### src/core/lxc_pkg.sv
/*
 Shared constants and types of the two-channel light converter readout.
 Assumes a 125 MHz core clock that also stands in for the internal oscillator.
*/
// Functional notes
// Timing field 00/01/10 selects 11/81/322 groups of 918 oscillator cycles.
// Accumulator advances at most every second cycle and drops a two-count offset.
// Results saturate at 65535 in a 16-bit register.
// Low gain setting counts one sixteenth of the high gain rate.
// Both channels integrate together and each result lands in its own register.
// Data transfer is double buffered so a read never sees a half update.
// The next integration starts on its own after the transfer.
// Serial slave port uses SMBus and I2C Fast-Mode framing.
// Three-level strap picks slave address 0101001, 0111001 or 1001001.
// The alert response address 0001100 is always answered.
// The master appends a read/write bit after the seven address bits.
// In SMBus mode a line held low 25 to 35 ms is a timeout.
// A timeout abandons the transaction and returns the slave to idle.
// A byte with its top bit set is a command; low nibble selects the register.
// Results read as low/high bytes at Ch, Dh (broadband) and Eh, Fh (infrared).
package lxc_pkg;

	// ==========================================================
	// Timing
	localparam int CLK_NS = 8;
	localparam int TOUT_MIN_US = 25000;
	localparam int TOUT_MAX_US = 35000;
	localparam int TOUT_CYC = (TOUT_MIN_US * 1000 + CLK_NS - 1) / CLK_NS;
	localparam int GROUP_LEN = 918;
	localparam logic [8:0] GROUPS_00 = 9'h00B;
	localparam logic [8:0] GROUPS_01 = 9'h051;
	localparam logic [8:0] GROUPS_10 = 9'h142;
	localparam logic [1:0] INTEG_SHORT = 2'h0;
	localparam logic [1:0] INTEG_MID = 2'h1;

	// ==========================================================
	// Conversion
	localparam logic [15:0] FULL_SCALE = 16'hFFFF;
	localparam int ACC_OFFSET = 2;
	localparam logic [3:0] GAIN_PRESCALE_TOP = 4'hF;

	// ==========================================================
	// Register map and fields
	localparam logic [3:0] REG_TIMING = 4'h1;
	localparam logic [3:0] REG_BB_LO = 4'hC;
	localparam logic [3:0] REG_BB_HI = 4'hD;
	localparam logic [3:0] REG_IR_LO = 4'hE;
	localparam logic [3:0] REG_IR_HI = 4'hF;
	localparam int INTEG_LSB = 0;
	localparam int GAIN_BIT = 4;
	localparam logic [7:0] TIMING_RST = 8'h02;
	localparam logic [7:0] CMD_RST = 8'h00;

	// ==========================================================
	// Slave addresses
	localparam logic [6:0] ADDR_GND = 7'h29;
	localparam logic [6:0] ADDR_FLOAT = 7'h39;
	localparam logic [6:0] ADDR_VDD = 7'h49;
	localparam logic [6:0] ADDR_ALERT = 7'h0C;

	// ==========================================================
	// Types
	typedef struct packed {
		logic cmd;
		logic clear;
		logic word;
		logic block;
		logic [3:0] addr;
	} lxc_cmd_t;

	typedef struct packed {
		logic scl;
		logic sda;
	} lxc_pins_t;

endpackage

### src/core/lxc_channel.sv
/*
 One integrating channel: counts converter pulses during an integration.
 Assumes pulse is already synchronised and clear is a one-cycle strobe.
*/
`timescale 1ns/1ps
module lxc_channel #(
	parameter int ACC_W = 17
) (
	input wire logic clk,
	input wire logic rst_n,
	input wire logic pulse,
	input wire logic clear,
	input wire logic low_gain,
	output logic [15:0] result
);
	import lxc_pkg::*;

	localparam logic [ACC_W-1:0] SAT = ACC_W'(int'(FULL_SCALE) + ACC_OFFSET);
	localparam logic [ACC_W-1:0] OFS = ACC_W'(ACC_OFFSET);

	generate
		if (ACC_W < 17) begin : g_bad_width
			$error("lxc_channel: ACC_W must hold full scale plus offset");
		end
	endgenerate

	logic [ACC_W-1:0] acc_reg;
	logic last_reg;
	logic [3:0] pre_reg;

	// A pulse counts only when the previous cycle did not count.
	wire take = pulse & ~last_reg & ~clear;
	wire advance = take & (~low_gain | (pre_reg == GAIN_PRESCALE_TOP));
	wire at_sat = (acc_reg == SAT);

	// Accumulator, spacing flag and low gain prescaler.
	always_ff @(posedge clk or negedge rst_n) begin
		if (!rst_n) begin
			acc_reg <= '0;
			last_reg <= 1'b0;
			pre_reg <= 4'h0;
		end else if (clear) begin
			acc_reg <= '0;
			last_reg <= 1'b0;
			pre_reg <= 4'h0;
		end else begin
			last_reg <= take;
			if (take) begin
				pre_reg <= pre_reg + 4'h1;
			end
			if (advance && !at_sat) begin
				acc_reg <= acc_reg + 1'b1;
			end
		end
	end

	// The first two counts are the offset; the top is clamped at full scale.
	wire [ACC_W-1:0] net_count = acc_reg - OFS;
	assign result = (acc_reg < OFS) ? 16'h0000 :
		(at_sat ? FULL_SCALE : net_count[15:0]);
endmodule // lxc_channel

### src/core/lxc_readout.sv
/*
 Digital readout of a two-channel integrating light converter with a
 two-wire slave port. Holds the integration timer, both channels, the
 double-buffered result registers and the serial slave.
 Assumes scl, sda, strap and pulse inputs are asynchronous pins and
 that the bus wire is resolved outside from sda_oe (drive low when high).
*/
`timescale 1ns/1ps
module lxc_readout #(
	parameter int GROUP_CYC = lxc_pkg::GROUP_LEN,
	parameter int TOUT_CYCLES = lxc_pkg::TOUT_CYC,
	parameter bit SMBUS_MODE = 1'b1
) (
	input wire logic clk,
	input wire logic nrst,
	input wire logic scl_i,
	input wire logic sda_i,
	output logic sda_o,
	output logic sda_oe,
	input wire logic sel_hi_i,
	input wire logic sel_lo_i,
	input wire logic bb_pulse_i,
	input wire logic ir_pulse_i,
	output logic conv_done
);
	import lxc_pkg::*;

	localparam int TW = $clog2(TOUT_CYCLES + 1);
	localparam logic [TW-1:0] TOUT_LAST = TW'(TOUT_CYCLES - 1);
	localparam logic [9:0] CYC_LAST = 10'(GROUP_CYC - 1);

	generate
		if (GROUP_CYC < 2 || GROUP_CYC > 1024 || TOUT_CYCLES < 2) begin : g_bad_param
			$error("lxc_readout: GROUP_CYC or TOUT_CYCLES out of range");
		end
	endgenerate

	typedef enum logic [2:0] {
		ST_IDLE,
		ST_ADDR,
		ST_ADDR_ACK,
		ST_WR,
		ST_WR_ACK,
		ST_RD,
		ST_RD_ACK
	} lxc_state_t;

	// ==========================================================
	// Reset release
	logic [1:0] rst_sr_reg;

	// Reset asserts at once and releases after two clock edges.
	always_ff @(posedge clk or negedge nrst) begin
		if (!nrst) begin
			rst_sr_reg <= 2'b00;
		end else begin
			rst_sr_reg <= {rst_sr_reg[0], 1'b1};
		end
	end

	wire rst_n = rst_sr_reg[1];

	// ==========================================================
	// Input synchronisers
	logic [5:0] pins_s;
	lxc_pins_t line_now;
	lxc_pins_t line_prev_reg;

	lxc_sync #(
		.W(6),
		.RST_VAL(6'b11_0000)
	) u_sync (
		.clk(clk),
		.rst_n(rst_n),
		.d({scl_i, sda_i, sel_hi_i, sel_lo_i, bb_pulse_i, ir_pulse_i}),
		.q(pins_s)
	);

	assign line_now = lxc_pins_t'(pins_s[5:4]);

	// Previous line levels for edge and condition detection.
	always_ff @(posedge clk or negedge rst_n) begin
		if (!rst_n) begin
			line_prev_reg <= 2'b11;
		end else begin
			line_prev_reg <= line_now;
		end
	end

	// Bus events seen on the synchronised lines.
	wire scl_rise = line_now.scl & ~line_prev_reg.scl;
	wire scl_fall = ~line_now.scl & line_prev_reg.scl;
	wire scl_hold = line_now.scl & line_prev_reg.scl;
	wire bus_start = scl_hold & line_prev_reg.sda & ~line_now.sda;
	wire bus_stop = scl_hold & ~line_prev_reg.sda & line_now.sda;

	// ==========================================================
	// Strap capture
	logic [1:0] strap_cnt_reg;
	logic [6:0] own_addr_reg;

	// The strap level is taken once, after the synchroniser has settled.
	always_ff @(posedge clk or negedge rst_n) begin
		if (!rst_n) begin
			strap_cnt_reg <= 2'h0;
			own_addr_reg <= ADDR_FLOAT;
		end else if (strap_cnt_reg != 2'h3) begin
			strap_cnt_reg <= strap_cnt_reg + 2'h1;
			if (strap_cnt_reg == 2'h2) begin
				own_addr_reg <= pins_s[3] ? ADDR_VDD : (pins_s[2] ? ADDR_GND : ADDR_FLOAT);
			end
		end
	end

	// ==========================================================
	// Integration timer
	logic [7:0] timing_reg;
	logic [9:0] cyc_reg;
	logic [8:0] grp_reg;
	logic [1:0] integ_reg;
	logic gain_low_reg;
	logic conv_done_reg;

	// Group count chosen by the latched timing field.
	wire [8:0] grp_last = (integ_reg == INTEG_SHORT) ? GROUPS_00 - 9'h001 :
		((integ_reg == INTEG_MID) ? GROUPS_01 - 9'h001 : GROUPS_10 - 9'h001);
	wire cyc_end = (cyc_reg == CYC_LAST);
	wire conv_end = cyc_end & (grp_reg == grp_last);

	// Counts groups of oscillator cycles; wraps into the next integration.
	always_ff @(posedge clk or negedge rst_n) begin
		if (!rst_n) begin
			cyc_reg <= 10'h000;
			grp_reg <= 9'h000;
			integ_reg <= TIMING_RST[INTEG_LSB +: 2];
			gain_low_reg <= ~TIMING_RST[GAIN_BIT];
			conv_done_reg <= 1'b0;
		end else begin
			conv_done_reg <= conv_end;
			if (conv_end) begin
				cyc_reg <= 10'h000;
				grp_reg <= 9'h000;
				integ_reg <= timing_reg[INTEG_LSB +: 2];
				gain_low_reg <= ~timing_reg[GAIN_BIT];
			end else if (cyc_end) begin
				cyc_reg <= 10'h000;
				grp_reg <= grp_reg + 9'h001;
			end else begin
				cyc_reg <= cyc_reg + 10'h001;
			end
		end
	end

	assign conv_done = conv_done_reg;

	// ==========================================================
	// Channels and double-buffered results
	lxc_cmd_t cmd_reg;
	logic [15:0] res [2];
	logic [15:0] data_reg [2];
	logic [7:0] hold_reg [2];
	logic lock_reg [2];
	logic tx_load;

	// Register select decode for the result bytes.
	wire data_sel = (cmd_reg.addr[3:2] == REG_BB_LO[3:2]);
	wire data_ch = cmd_reg.addr[1];
	wire data_hi = cmd_reg.addr[0];

	genvar g;
	generate
		for (g = 0; g < 2; g++) begin : g_ch
			lxc_channel #(
				.ACC_W(17)
			) u_ch (
				.clk(clk),
				.rst_n(rst_n),
				.pulse(pins_s[1 - g]),
				.clear(conv_end),
				.low_gain(gain_low_reg),
				.result(res[g])
			);

			wire lo_read = tx_load & data_sel & ~data_hi & (data_ch == 1'(g));
			wire hi_read = tx_load & data_sel & data_hi & (data_ch == 1'(g));

			// Whole words move at once; a low-byte read freezes the high byte.
			always_ff @(posedge clk or negedge rst_n) begin
				if (!rst_n) begin
					data_reg[g] <= 16'h0000;
					hold_reg[g] <= 8'h00;
					lock_reg[g] <= 1'b0;
				end else begin
					if (conv_end) begin
						data_reg[g] <= res[g];
					end
					if (lo_read) begin
						hold_reg[g] <= data_reg[g][15:8];
						lock_reg[g] <= 1'b1;
					end else if (hi_read) begin
						lock_reg[g] <= 1'b0;
					end else if (!lock_reg[g] && conv_end) begin
						hold_reg[g] <= res[g][15:8];
					end
				end
			end
		end
	endgenerate

	// ==========================================================
	// Serial slave
	lxc_state_t state_reg;
	logic [3:0] bit_reg;
	logic [7:0] sh_reg;
	logic rd_dir_reg;
	logic ara_reg;
	logic acked_reg;
	logic sda_oe_reg;
	logic [TW-1:0] tout_reg;

	// Address match and the byte handed to the master.
	wire byte_full = (bit_reg == 4'h8);
	wire ara_hit = (sh_reg[7:1] == ADDR_ALERT);
	wire addr_hit = (sh_reg[7:1] == own_addr_reg) | ara_hit;
	wire [7:0] data_byte = data_hi ? hold_reg[data_ch] : data_reg[data_ch][7:0];
	wire [7:0] rd_byte = ara_reg ? {own_addr_reg, 1'b0} :
		(data_sel ? data_byte : ((cmd_reg.addr == REG_TIMING) ? timing_reg : 8'h00));
	wire wr_byte = (state_reg == ST_WR) & scl_fall & byte_full;
	wire tout_hit = SMBUS_MODE & (tout_reg == TOUT_LAST);

	assign tx_load = scl_fall & (((state_reg == ST_ADDR_ACK) & rd_dir_reg) |
		((state_reg == ST_RD_ACK) & acked_reg));

	// Low-line timer, running only while a transaction is open.
	always_ff @(posedge clk or negedge rst_n) begin
		if (!rst_n) begin
			tout_reg <= '0;
		end else if (state_reg == ST_IDLE || (line_now.scl && line_now.sda) || tout_hit) begin
			tout_reg <= '0;
		end else begin
			tout_reg <= tout_reg + 1'b1;
		end
	end

	// Command and timing registers written from the bus.
	always_ff @(posedge clk or negedge rst_n) begin
		if (!rst_n) begin
			cmd_reg <= CMD_RST;
			timing_reg <= TIMING_RST;
		end else if (wr_byte && sh_reg[7]) begin
			cmd_reg <= {sh_reg[7], 1'b0, sh_reg[5:0]};
		end else if (wr_byte || tx_load) begin
			if (wr_byte && cmd_reg.addr == REG_TIMING) begin
				timing_reg <= sh_reg;
			end
			if (cmd_reg.word || cmd_reg.block) begin
				cmd_reg.addr <= cmd_reg.addr + 4'h1;
			end
		end
	end

	// Slave state machine; sda is only ever pulled low.
	always_ff @(posedge clk or negedge rst_n) begin
		if (!rst_n) begin
			state_reg <= ST_IDLE;
			bit_reg <= 4'h0;
			sh_reg <= 8'h00;
			rd_dir_reg <= 1'b0;
			ara_reg <= 1'b0;
			acked_reg <= 1'b0;
			sda_oe_reg <= 1'b0;
		end else if (tout_hit) begin
			state_reg <= ST_IDLE;
			sda_oe_reg <= 1'b0;
		end else if (bus_start) begin
			state_reg <= ST_ADDR;
			bit_reg <= 4'h0;
			sda_oe_reg <= 1'b0;
		end else if (bus_stop) begin
			state_reg <= ST_IDLE;
			sda_oe_reg <= 1'b0;
		end else begin
			case (state_reg)
				ST_ADDR, ST_WR: begin
					if (scl_rise && !byte_full) begin
						sh_reg <= {sh_reg[6:0], line_now.sda};
						bit_reg <= bit_reg + 4'h1;
					end else if (scl_fall && byte_full) begin
						if (state_reg == ST_WR) begin
							sda_oe_reg <= 1'b1;
							state_reg <= ST_WR_ACK;
						end else if (addr_hit) begin
							sda_oe_reg <= 1'b1;
							rd_dir_reg <= sh_reg[0];
							ara_reg <= ara_hit;
							state_reg <= ST_ADDR_ACK;
						end else begin
							state_reg <= ST_IDLE;
						end
					end
				end
				ST_ADDR_ACK, ST_WR_ACK: begin
					if (scl_fall) begin
						bit_reg <= 4'h0;
						if (rd_dir_reg) begin
							sh_reg <= rd_byte;
							sda_oe_reg <= ~rd_byte[7];
							state_reg <= ST_RD;
						end else begin
							sda_oe_reg <= 1'b0;
							state_reg <= ST_WR;
						end
					end
				end
				ST_RD: begin
					if (scl_fall) begin
						if (bit_reg == 4'h7) begin
							sda_oe_reg <= 1'b0;
							state_reg <= ST_RD_ACK;
						end else begin
							sh_reg <= {sh_reg[6:0], 1'b0};
							sda_oe_reg <= ~sh_reg[6];
							bit_reg <= bit_reg + 4'h1;
						end
					end
				end
				ST_RD_ACK: begin
					if (scl_rise) begin
						acked_reg <= ~line_now.sda;
					end else if (scl_fall) begin
						if (acked_reg) begin
							bit_reg <= 4'h0;
							sh_reg <= rd_byte;
							sda_oe_reg <= ~rd_byte[7];
							state_reg <= ST_RD;
						end else begin
							state_reg <= ST_IDLE;
						end
					end
				end
				default: begin
					state_reg <= ST_IDLE;
				end
			endcase
		end
	end

	// Open-drain data: the driven level is always low.
	always_ff @(posedge clk or negedge rst_n) begin
		if (!rst_n) begin
			sda_o <= 1'b0;
		end else begin
			sda_o <= 1'b0;
		end
	end

	assign sda_oe = sda_oe_reg;
endmodule // lxc_readout

### src/core/lxc_sync.sv
/*
 Two-flop synchroniser for a group of asynchronous inputs.
 Assumes the inputs are independent levels; no bus coherence is implied.
*/
`timescale 1ns/1ps
module lxc_sync #(
	parameter int W = 1,
	parameter logic [W-1:0] RST_VAL = '0
) (
	input wire logic clk,
	input wire logic rst_n,
	input wire logic [W-1:0] d,
	output logic [W-1:0] q
);
	import lxc_pkg::*;

	// Refuse an empty input group.
	generate
		if (W < 1) begin : g_bad_width
			$error("lxc_sync: W must be at least one");
		end
	endgenerate

	logic [W-1:0] meta_reg;
	logic [W-1:0] sync_reg;

	// The first stage feeds only the second stage.
	always_ff @(posedge clk or negedge rst_n) begin
		if (!rst_n) begin
			meta_reg <= RST_VAL;
			sync_reg <= RST_VAL;
		end else begin
			meta_reg <= d;
			sync_reg <= meta_reg;
		end
	end

	assign q = sync_reg;
endmodule // lxc_sync

### config.mk
export PLATFORM = sky130hd
export DESIGN_NAME = lxc_readout
export DESIGN_NICKNAME = d
export VERILOG_FILES = /design/src/core/lxc_pkg.sv /design/src/core/lxc_channel.sv /design/src/core/lxc_readout.sv /design/src/core/lxc_sync.sv
export SDC_FILE = /design/constraint.sdc
export NUM_CORES = 1
export LEC_CHECK = 0
export ABC_AREA = 1
export BUFFER_PORTS_ARGS = -buffer_cell sky130_fd_sc_hd__buf_4
export CORE_MARGIN = 4
export CORE_UTILIZATION = 35
export CTS_CLUSTER_SIZE = 10
export DETAILED_ROUTE_END_ITERATION = 10
export GPL_TIMING_DRIVEN = 0
export HOLD_SLACK_MARGIN = 0.08
export SLEW_MARGIN = 40
export SYNTH_ARGS = -nofsm -noshare
export SYNTH_HDL_FRONTEND = slang
export SYNTH_SLANG_ARGS = --single-unit
### constraint.sdc
create_clock -name clk -period 5.65 [get_ports clk]
set_clock_uncertainty 0.2 [all_clocks]
set_input_delay 0.565 -clock clk [delete_from_list [all_inputs] [get_ports clk]]
set_output_delay 0.565 -clock clk [all_outputs]
set_load 0.02 [all_outputs]
# After elaboration in Yosys (flattened, before gate mapping)
# Index checks and enable logic that the tools add are counted.
[totals] input_bits=8 ff_bits=197 word_cells=292 latch_bits=0 mem_bits_ro=0 output_inout_bits=3 mem_count=0 ram_bits=0
[op_classes] shift=0 n_lt_le_gt_ge=3 n_reduce_logical=47 bitwise=50 mux=95 div=0 eq_ne=49 multipliers=0 add_sub_neg=12
[ops] cell="$mux W8" count=24
[ops] cell="$mux W17" count=4
[ops] cell="$mux W16" count=4
[ops] cell="$mux W4" count=16
[ops] cell="$ne A5 B5 Y1 const B" count=8
[ops] cell="$mux W3" count=13
[ops] cell="$mux W9" count=4
[ops] cell="$add A17 B1 Y17 const B" count=2
[ops] cell="$eq A17 B17 Y1 const B" count=2
[ops] cell="$lt A17 B2 Y1 const B" count=2
[ops] cell="$pmux W8 S4" count=1
[ops] cell="$sub A16 B2 Y16 const B" count=2
[ops] cell="$and A1 B1 Y1" count=26
[ops] cell="$ne A2 B2 Y1 const B" count=12
[ops] cell="$add A22 B1 Y22 const B" count=1
[ops] cell="$eq A22 B22 Y1 const B" count=1
[ops] cell="$mux W22" count=1
[ops] cell="$reduce_bool A2 Y1" count=11
[ops] cell="$ne A3 B3 Y1 const B" count=7
[ops] cell="$mux W1" count=20
[ops] cell="$mux W10" count=2
[ops] cell="$not A1 Y1" count=19
[ops] cell="$add A4 B1 Y4 const B" count=4
[ops] cell="$pmux W4 S4" count=1
[ops] cell="other kinds (41)" count=69

# Longest topological paths before layout
[logic_depth] ltp_word=15 ltp_mapped=13 depth_no_buf=13

# Cells and area by module
# Synthesis repeated with hierarchy kept, for this count alone.
[unflattened] cells_unflattened=1632 hier_area_um2=11776.3
[modules_own_cells] mod="lxc_readout" seq_area_each_um2=3437.0 instances=1 area_each_um2=7599.8 cells_each=1017
[modules_own_cells] mod="lxc_channel (g_ch[1].u_ch)" seq_area_each_um2=550.5 instances=1 area_each_um2=1976.9 cells_each=305
[modules_own_cells] mod="lxc_channel (g_ch[0].u_ch)" seq_area_each_um2=550.5 instances=1 area_each_um2=1894.3 cells_each=298
[modules_own_cells] mod="lxc_sync" seq_area_each_um2=305.3 instances=1 area_each_um2=305.3 cells_each=12

# Least setup slack after synthesis
# OpenSTA, ideal clock, no wires.
[synth_timing] kind="flip-flop to flip-flop" from="reg cmd_reg[1] (netlist name)" to="reg timing_reg[0]" arrival_ns=1.711 stages_incl_launch_ff=9 path_slack_ns=3.613 period_less_slack_ns=2.037 required_ns=5.324 setup_ns=0.126 path_buffers=3 path_cell_list="dfrtp_1 > buf_2 > inv_1 > buf_2 > ha_1 > nand2_1 > nor3_4 > buf_2 > o21ai_0"
[synth_between] elab_chain_cells=3
[synth_lines] item="from (decl)" line="lxc_readout.sv:158" source="lxc_cmd_t cmd_reg;"
[synth_lines] item="from (signal assigned)" line="lxc_readout.sv:251" source="cmd_reg <= {sh_reg[7], 1'b0, sh_reg[5:0]};"
[synth_lines] item="$eq A4 B1 Y1" line="lxc_readout.sv:253" source="if (wr_byte && cmd_reg.addr == REG_TIMING) begin"
[synth_lines] item="$logic_and A1 B1 Y1" line="lxc_readout.sv:253"
[synth_lines] item="$reduce_and A3 Y1 (no line)"
[synth_lines] item="to (signal assigned)" line="lxc_readout.sv:254" source="timing_reg <= sh_reg;"
[synth_lines] item="to (decl)" line="lxc_readout.sv:117" source="logic [7:0] timing_reg;"
# No other way between the ends.
# A chain may end at the register's enable or synchronous reset.

# Worst setup path after layout
[layout_timing] from="reg cyc_reg[1]" to="reg g_ch[1].u_ch.acc_reg[16]"
[layout_between] elab_chain_cells=7 word_cells_on_any_way=8 classes_between="eq/ne: 1; mux: 1; bitwise: 4; reduce/logical: 2"
[layout_lines] item="from (decl)" line="lxc_readout.sv:118" source="logic [9:0] cyc_reg;"
[layout_lines] item="from (signal assigned)" line="lxc_readout.sv:149" source="cyc_reg <= cyc_reg + 10'h001;"
[layout_lines] item="$eq A10 B10 Y1 *" line="lxc_readout.sv:127" source="wire cyc_end = (cyc_reg == CYC_LAST);"
[layout_lines] item="$and A1 B1 Y1 *" line="lxc_readout.sv:128" source="wire conv_end = cyc_end & (grp_reg == grp_last);"
[layout_lines] item="$not A1 Y1" line="lxc_channel.sv:32" source="wire take = pulse & ~last_reg & ~clear;"
[layout_lines] item="$and A1 B1 Y1" line="lxc_channel.sv:32"
[layout_lines] item="$and A1 B1 Y1" line="lxc_channel.sv:33" source="wire advance = take & (~low_gain | (pre_reg == GAIN_PRESCALE_TOP));"
[layout_lines] item="$logic_and A1 B1 Y1" line="lxc_channel.sv:51" source="if (advance && !at_sat) begin"
[layout_lines] item="$reduce_bool A2 Y1 (no line)"
[layout_lines] item="to (signal assigned)" line="lxc_channel.sv:52" source="acc_reg <= acc_reg + 1'b1;"
[layout_lines] item="to (decl)" line="lxc_channel.sv:27" source="logic [ACC_W-1:0] acc_reg;"
# Mark *: on every way between the ends. The rest lies on a longest branch, timed or not.

==> impl_results.md <==
* Multiplexer share of the synthesized area at 0%
* Initial Util at between 30% and 40%
* Adder-cell share of the synthesized area at around 2.2%
* Synth Area in XOR/XNOR at 3.69%
* Max reg flops at 34
* Outcome: complete, no violations
* Max Freq at 0.379 GHz
* R2R depth at 11
* Vias at 9813
* Root Driver: clkbuf_16
* Total clock sinks at 193
* Sw Ratio at 34.0%
* Flop pwr share at 43.5%
* RR Startpoint: cyc_reg[1]
* Crit path arrival time at 2.75 ns
* HP Class: reg2async
* Vias in the first global route at 9788
* Reg2reg end: g_ch[1].u_ch.acc_reg[16]
* Post-synth EDFFs at 0
* Share of layout cells above drive strength 1 at ~7.5%
* Actual slew at the worst max-slew pin at about 0.59 ns
* Yosys top cell by area: dfrtp_1
* Gr usage total at around 17%
* Psw at 1.20 mW
* Crit path from: cyc_reg[1]
* Syn_nets at between 1500 and 2000
* Clock transition at path regs at ~0.08 ns
* Post-cts resize count at 0
* Yosys reg bits at 193
* CP Class: reg2reg
* Hpwl dp at 21400 um
* Initial antenna violation count at 0
* RSZ-0062 raised after global routing: no
* DR pass1 iterations at 8
* Internal cell power at ~2.3 mW
* Drt wl/cell at 14.3 um
* Logic pwr share at 22.1%
* Post-Syn Area per Cell at 7.35 um^2
* Hold buffers post-CTS at 7
* H-Tree Depth at 4
* Min Clock Period, post-route at 2.64 ns
* Final #Nets at 1584
* Antenna Cells at 0
* Leak at 6.06 nW
* Register area share after synthesis at 43.4%
* DIE AREA at approximately 35000 um^2
* Yosys warns at 0
* Remaining global-route overflow at 0
* Finished Cell Area at 12500 um^2
* Critical-path cell list: inv_1, ha_1, inv_1, nor2_1, nand4_1, nor2_1, nand4_1, buf_2, buf_2, nand3_1, o21ai_0
* CP peak stage delay at 0.42 ns
* # fillers at around 3300
* Core area at about 31000 um^2
* Max-cap viol count at 0
* CP max stage cell: dfrtp_1
* Placed Cells at between 1500 and 2000
* FFs w/ async S/R, synth at 100%
* TritonCTS buffer count at 17
* Fin crit share at 46.6%
* Pin count of the biggest net entering global routing at 43
* Critical Path RT at 5.76 ns
* Ranking of synthesized cells by area: dfrtp_1 41%, nand2_1 14%, inv_1 6.0%
* Clock tree buffer depth at 2
* Gpl congestion at 0.893
* Die W at 187 um
* Drt initial violations at just under 700
* PortBufs at 9
* Setup_tns at 0 ns
* PwrDens at 284 nW/um^2
* Synth Cell Area at 11200 um^2
* Setup crit end kind: flop
* Mapped Cells at around 1500
* Routed vias/inst at 4.98
* Placed inst area at 11800 um^2
* Compound-Gate Fraction of Synth Area at 8.89%
* Post-route ant nets at 0
* Setup bufs post-CTS at 0
* Synth Area in Simple Gates at 33.7%
* Netlist cell types at 47
* Worst rel slew slack at 60.4%
* Synth-to-Final Area Change at 11.7%
* Final Setup Violations at 0
* Main flop type after synthesis: dfrtp_1
* Area share of the largest cell type after synthesis at 40.8%
* Max-slew violations at 0
* Final Core Density at about two fifths
* Die H at 187 um
* Fin cells at just under 2000
* Worst-skew pair later-pin latency at 0.45 ns
* Final-report hold violation count at 0
* Crit path to: g_ch[1].u_ch.acc_reg[16]
* Clock power share at about a third
* TritonCTS clock tree: yes
* Largest family of logic cells by synthesized area: simple AND/OR/NAND/NOR gates
* Top-level port count at 11
* Row count at 65
* Reg2Reg Setup Slack at 3.01 ns
* CP startpoint kind: flop
* Max VDD drop at 234 uV
* First-pass GRT wire length at approximately 48000 um
* # DRC at 0
* Final WL at 28200 um
* CP Max Fanout at 10
==> cell type report <==
cell class / instances / area (um^2) / area share, %
Tap cell: 402 / 503 / 4.04
Clock buffer: 18 / 439 / 3.52
Sequential cell: 193 / 4850 / 38.9
Buffer: 35 / 216 / 1.74
Clock inverter: 14 / 139 / 1.11
Multi-Input combinational cell: 1108 / 5420 / 43.5
Inverter: 181 / 679 / 5.45
Timing Repair Buffer: 20 / 218 / 1.75
==> metrics by stage <==
stage | power [mW] | hold WS, ns | worst slack (ns)
after floorplan | 2.13 | 0.0694 | 2.28
after global placement | 2.33 | 0.134 | 0.896
after detailed placement | 2.34 | 0.126 | 3.06
after CTS | 3.56 | 0.136 | 3.04
after global routing | 3.77 | 0.150 | 2.80
final | 3.53 | 0.105 | 3.01
==> cells in the mapped netlist (2+ instances only) <==
cell type  number
a22oi_1         2
nor2_4          4
o21a_1          4
dfstp_2        11
o221ai_1        3
nand3b_1       29
nand2_2         5
a21oi_1        38
o22ai_1         5
nand3_1       132
buf_2          21
inv_1         177
inv_2           3
o21ai_2         2
o21ai_0       112
a31oi_1         2
or2_2           7
conb_1          2
dfrtp_1       182
xor2_1         41
o31ai_1         2
nor4_1          4
xnor2_1         6
clkbuf_1        5
o21ai_1        11
nand4_1        28
nand2_4         3
buf_6           6
nor2_2          4
nor3_1         38
nor3b_1         5
ha_1           20
nand2_1       423
nor2_1        167
==> power by group through the flow <==
stage          Clock [mW]  Sequential, mW  Combinational [mW]
2_1_floorplan           0            1.56               0.572
3_3_place_gp            0            1.58               0.741
3_5_place_dp            0            1.56               0.774
4_1_cts              1.24            1.54               0.783
5_1_grt              1.31            1.55               0.912
6_report             1.21            1.54               0.781
==> kinds of logic (layout without fill, tap and decap cells) <==
family                   after synthesis  in the layout
AND/OR/NAND/NOR                      854            854
flip-flops                           193            193
adder cells (fa/ha/maj)               20             20
buffers and inverters                216            268
other                                  2              2
AO/OA/AOI/OAI                        185            185
XOR/XNOR                              47             47
==> routing by layer <==
metal | up-vias | part of all wire (%) | global-route usage, %
li1 | 4966 | - | -
met1 | 4645 | 49 | 22.7
met2 | 160 | 46 | 27.4
met3 | 42 | 3.0 | 2.39
met4 | 0 | 2.0 | 4.95
met5 | - | 0 | 0
==> layout by cell type (no fill, tap or decap), types with 5 or more instances in the layout <==
cell,n
nand3b_1,29
dfstp_2,11
dlygate4sd3_1,7
clkbuf_1,5
nand2_2,5
nor3b_1,5
inv_8,6
inv_1,177
o21ai_1,11
clkbuf_16,17
xnor2_1,6
buf_2,21
a21oi_1,38
nand4_1,28
xor2_1,41
ha_1,20
buf_6,6
o21ai_0,112
dfrtp_1,181
nor3_1,38
nand2_1,423
nor2_1,167
buf_4,10
o22ai_1,5
or2_2,7
nand3_1,132
==> worst min path at each step <==
stage / endpoint / slack [ns] / cells past startpoint
after detailed placement: u_sync.meta_reg[2] / 0.13 / 0
final: timing_reg[5] / 0.11 / 0
after CTS: hold_reg[4] / 0.14 / 0
after global routing: hold_reg[6] / 0.15 / 0
after global placement: u_sync.q[0] / 0.13 / 0
after floorplan: rst_sr_reg[0] / 0.07 / 0
==> critical path, delay by kind of cell, from the launching register on <==
kind	cells	cell delay, ns
DFF	1	0.42
adders and majority gates	1	0.17
buffers and inverters	4	0.68
and+or+nand+nor	5	0.95
AOI/OAI and AO/OA	1	0.08
Power figures use the tool's default switching activity.
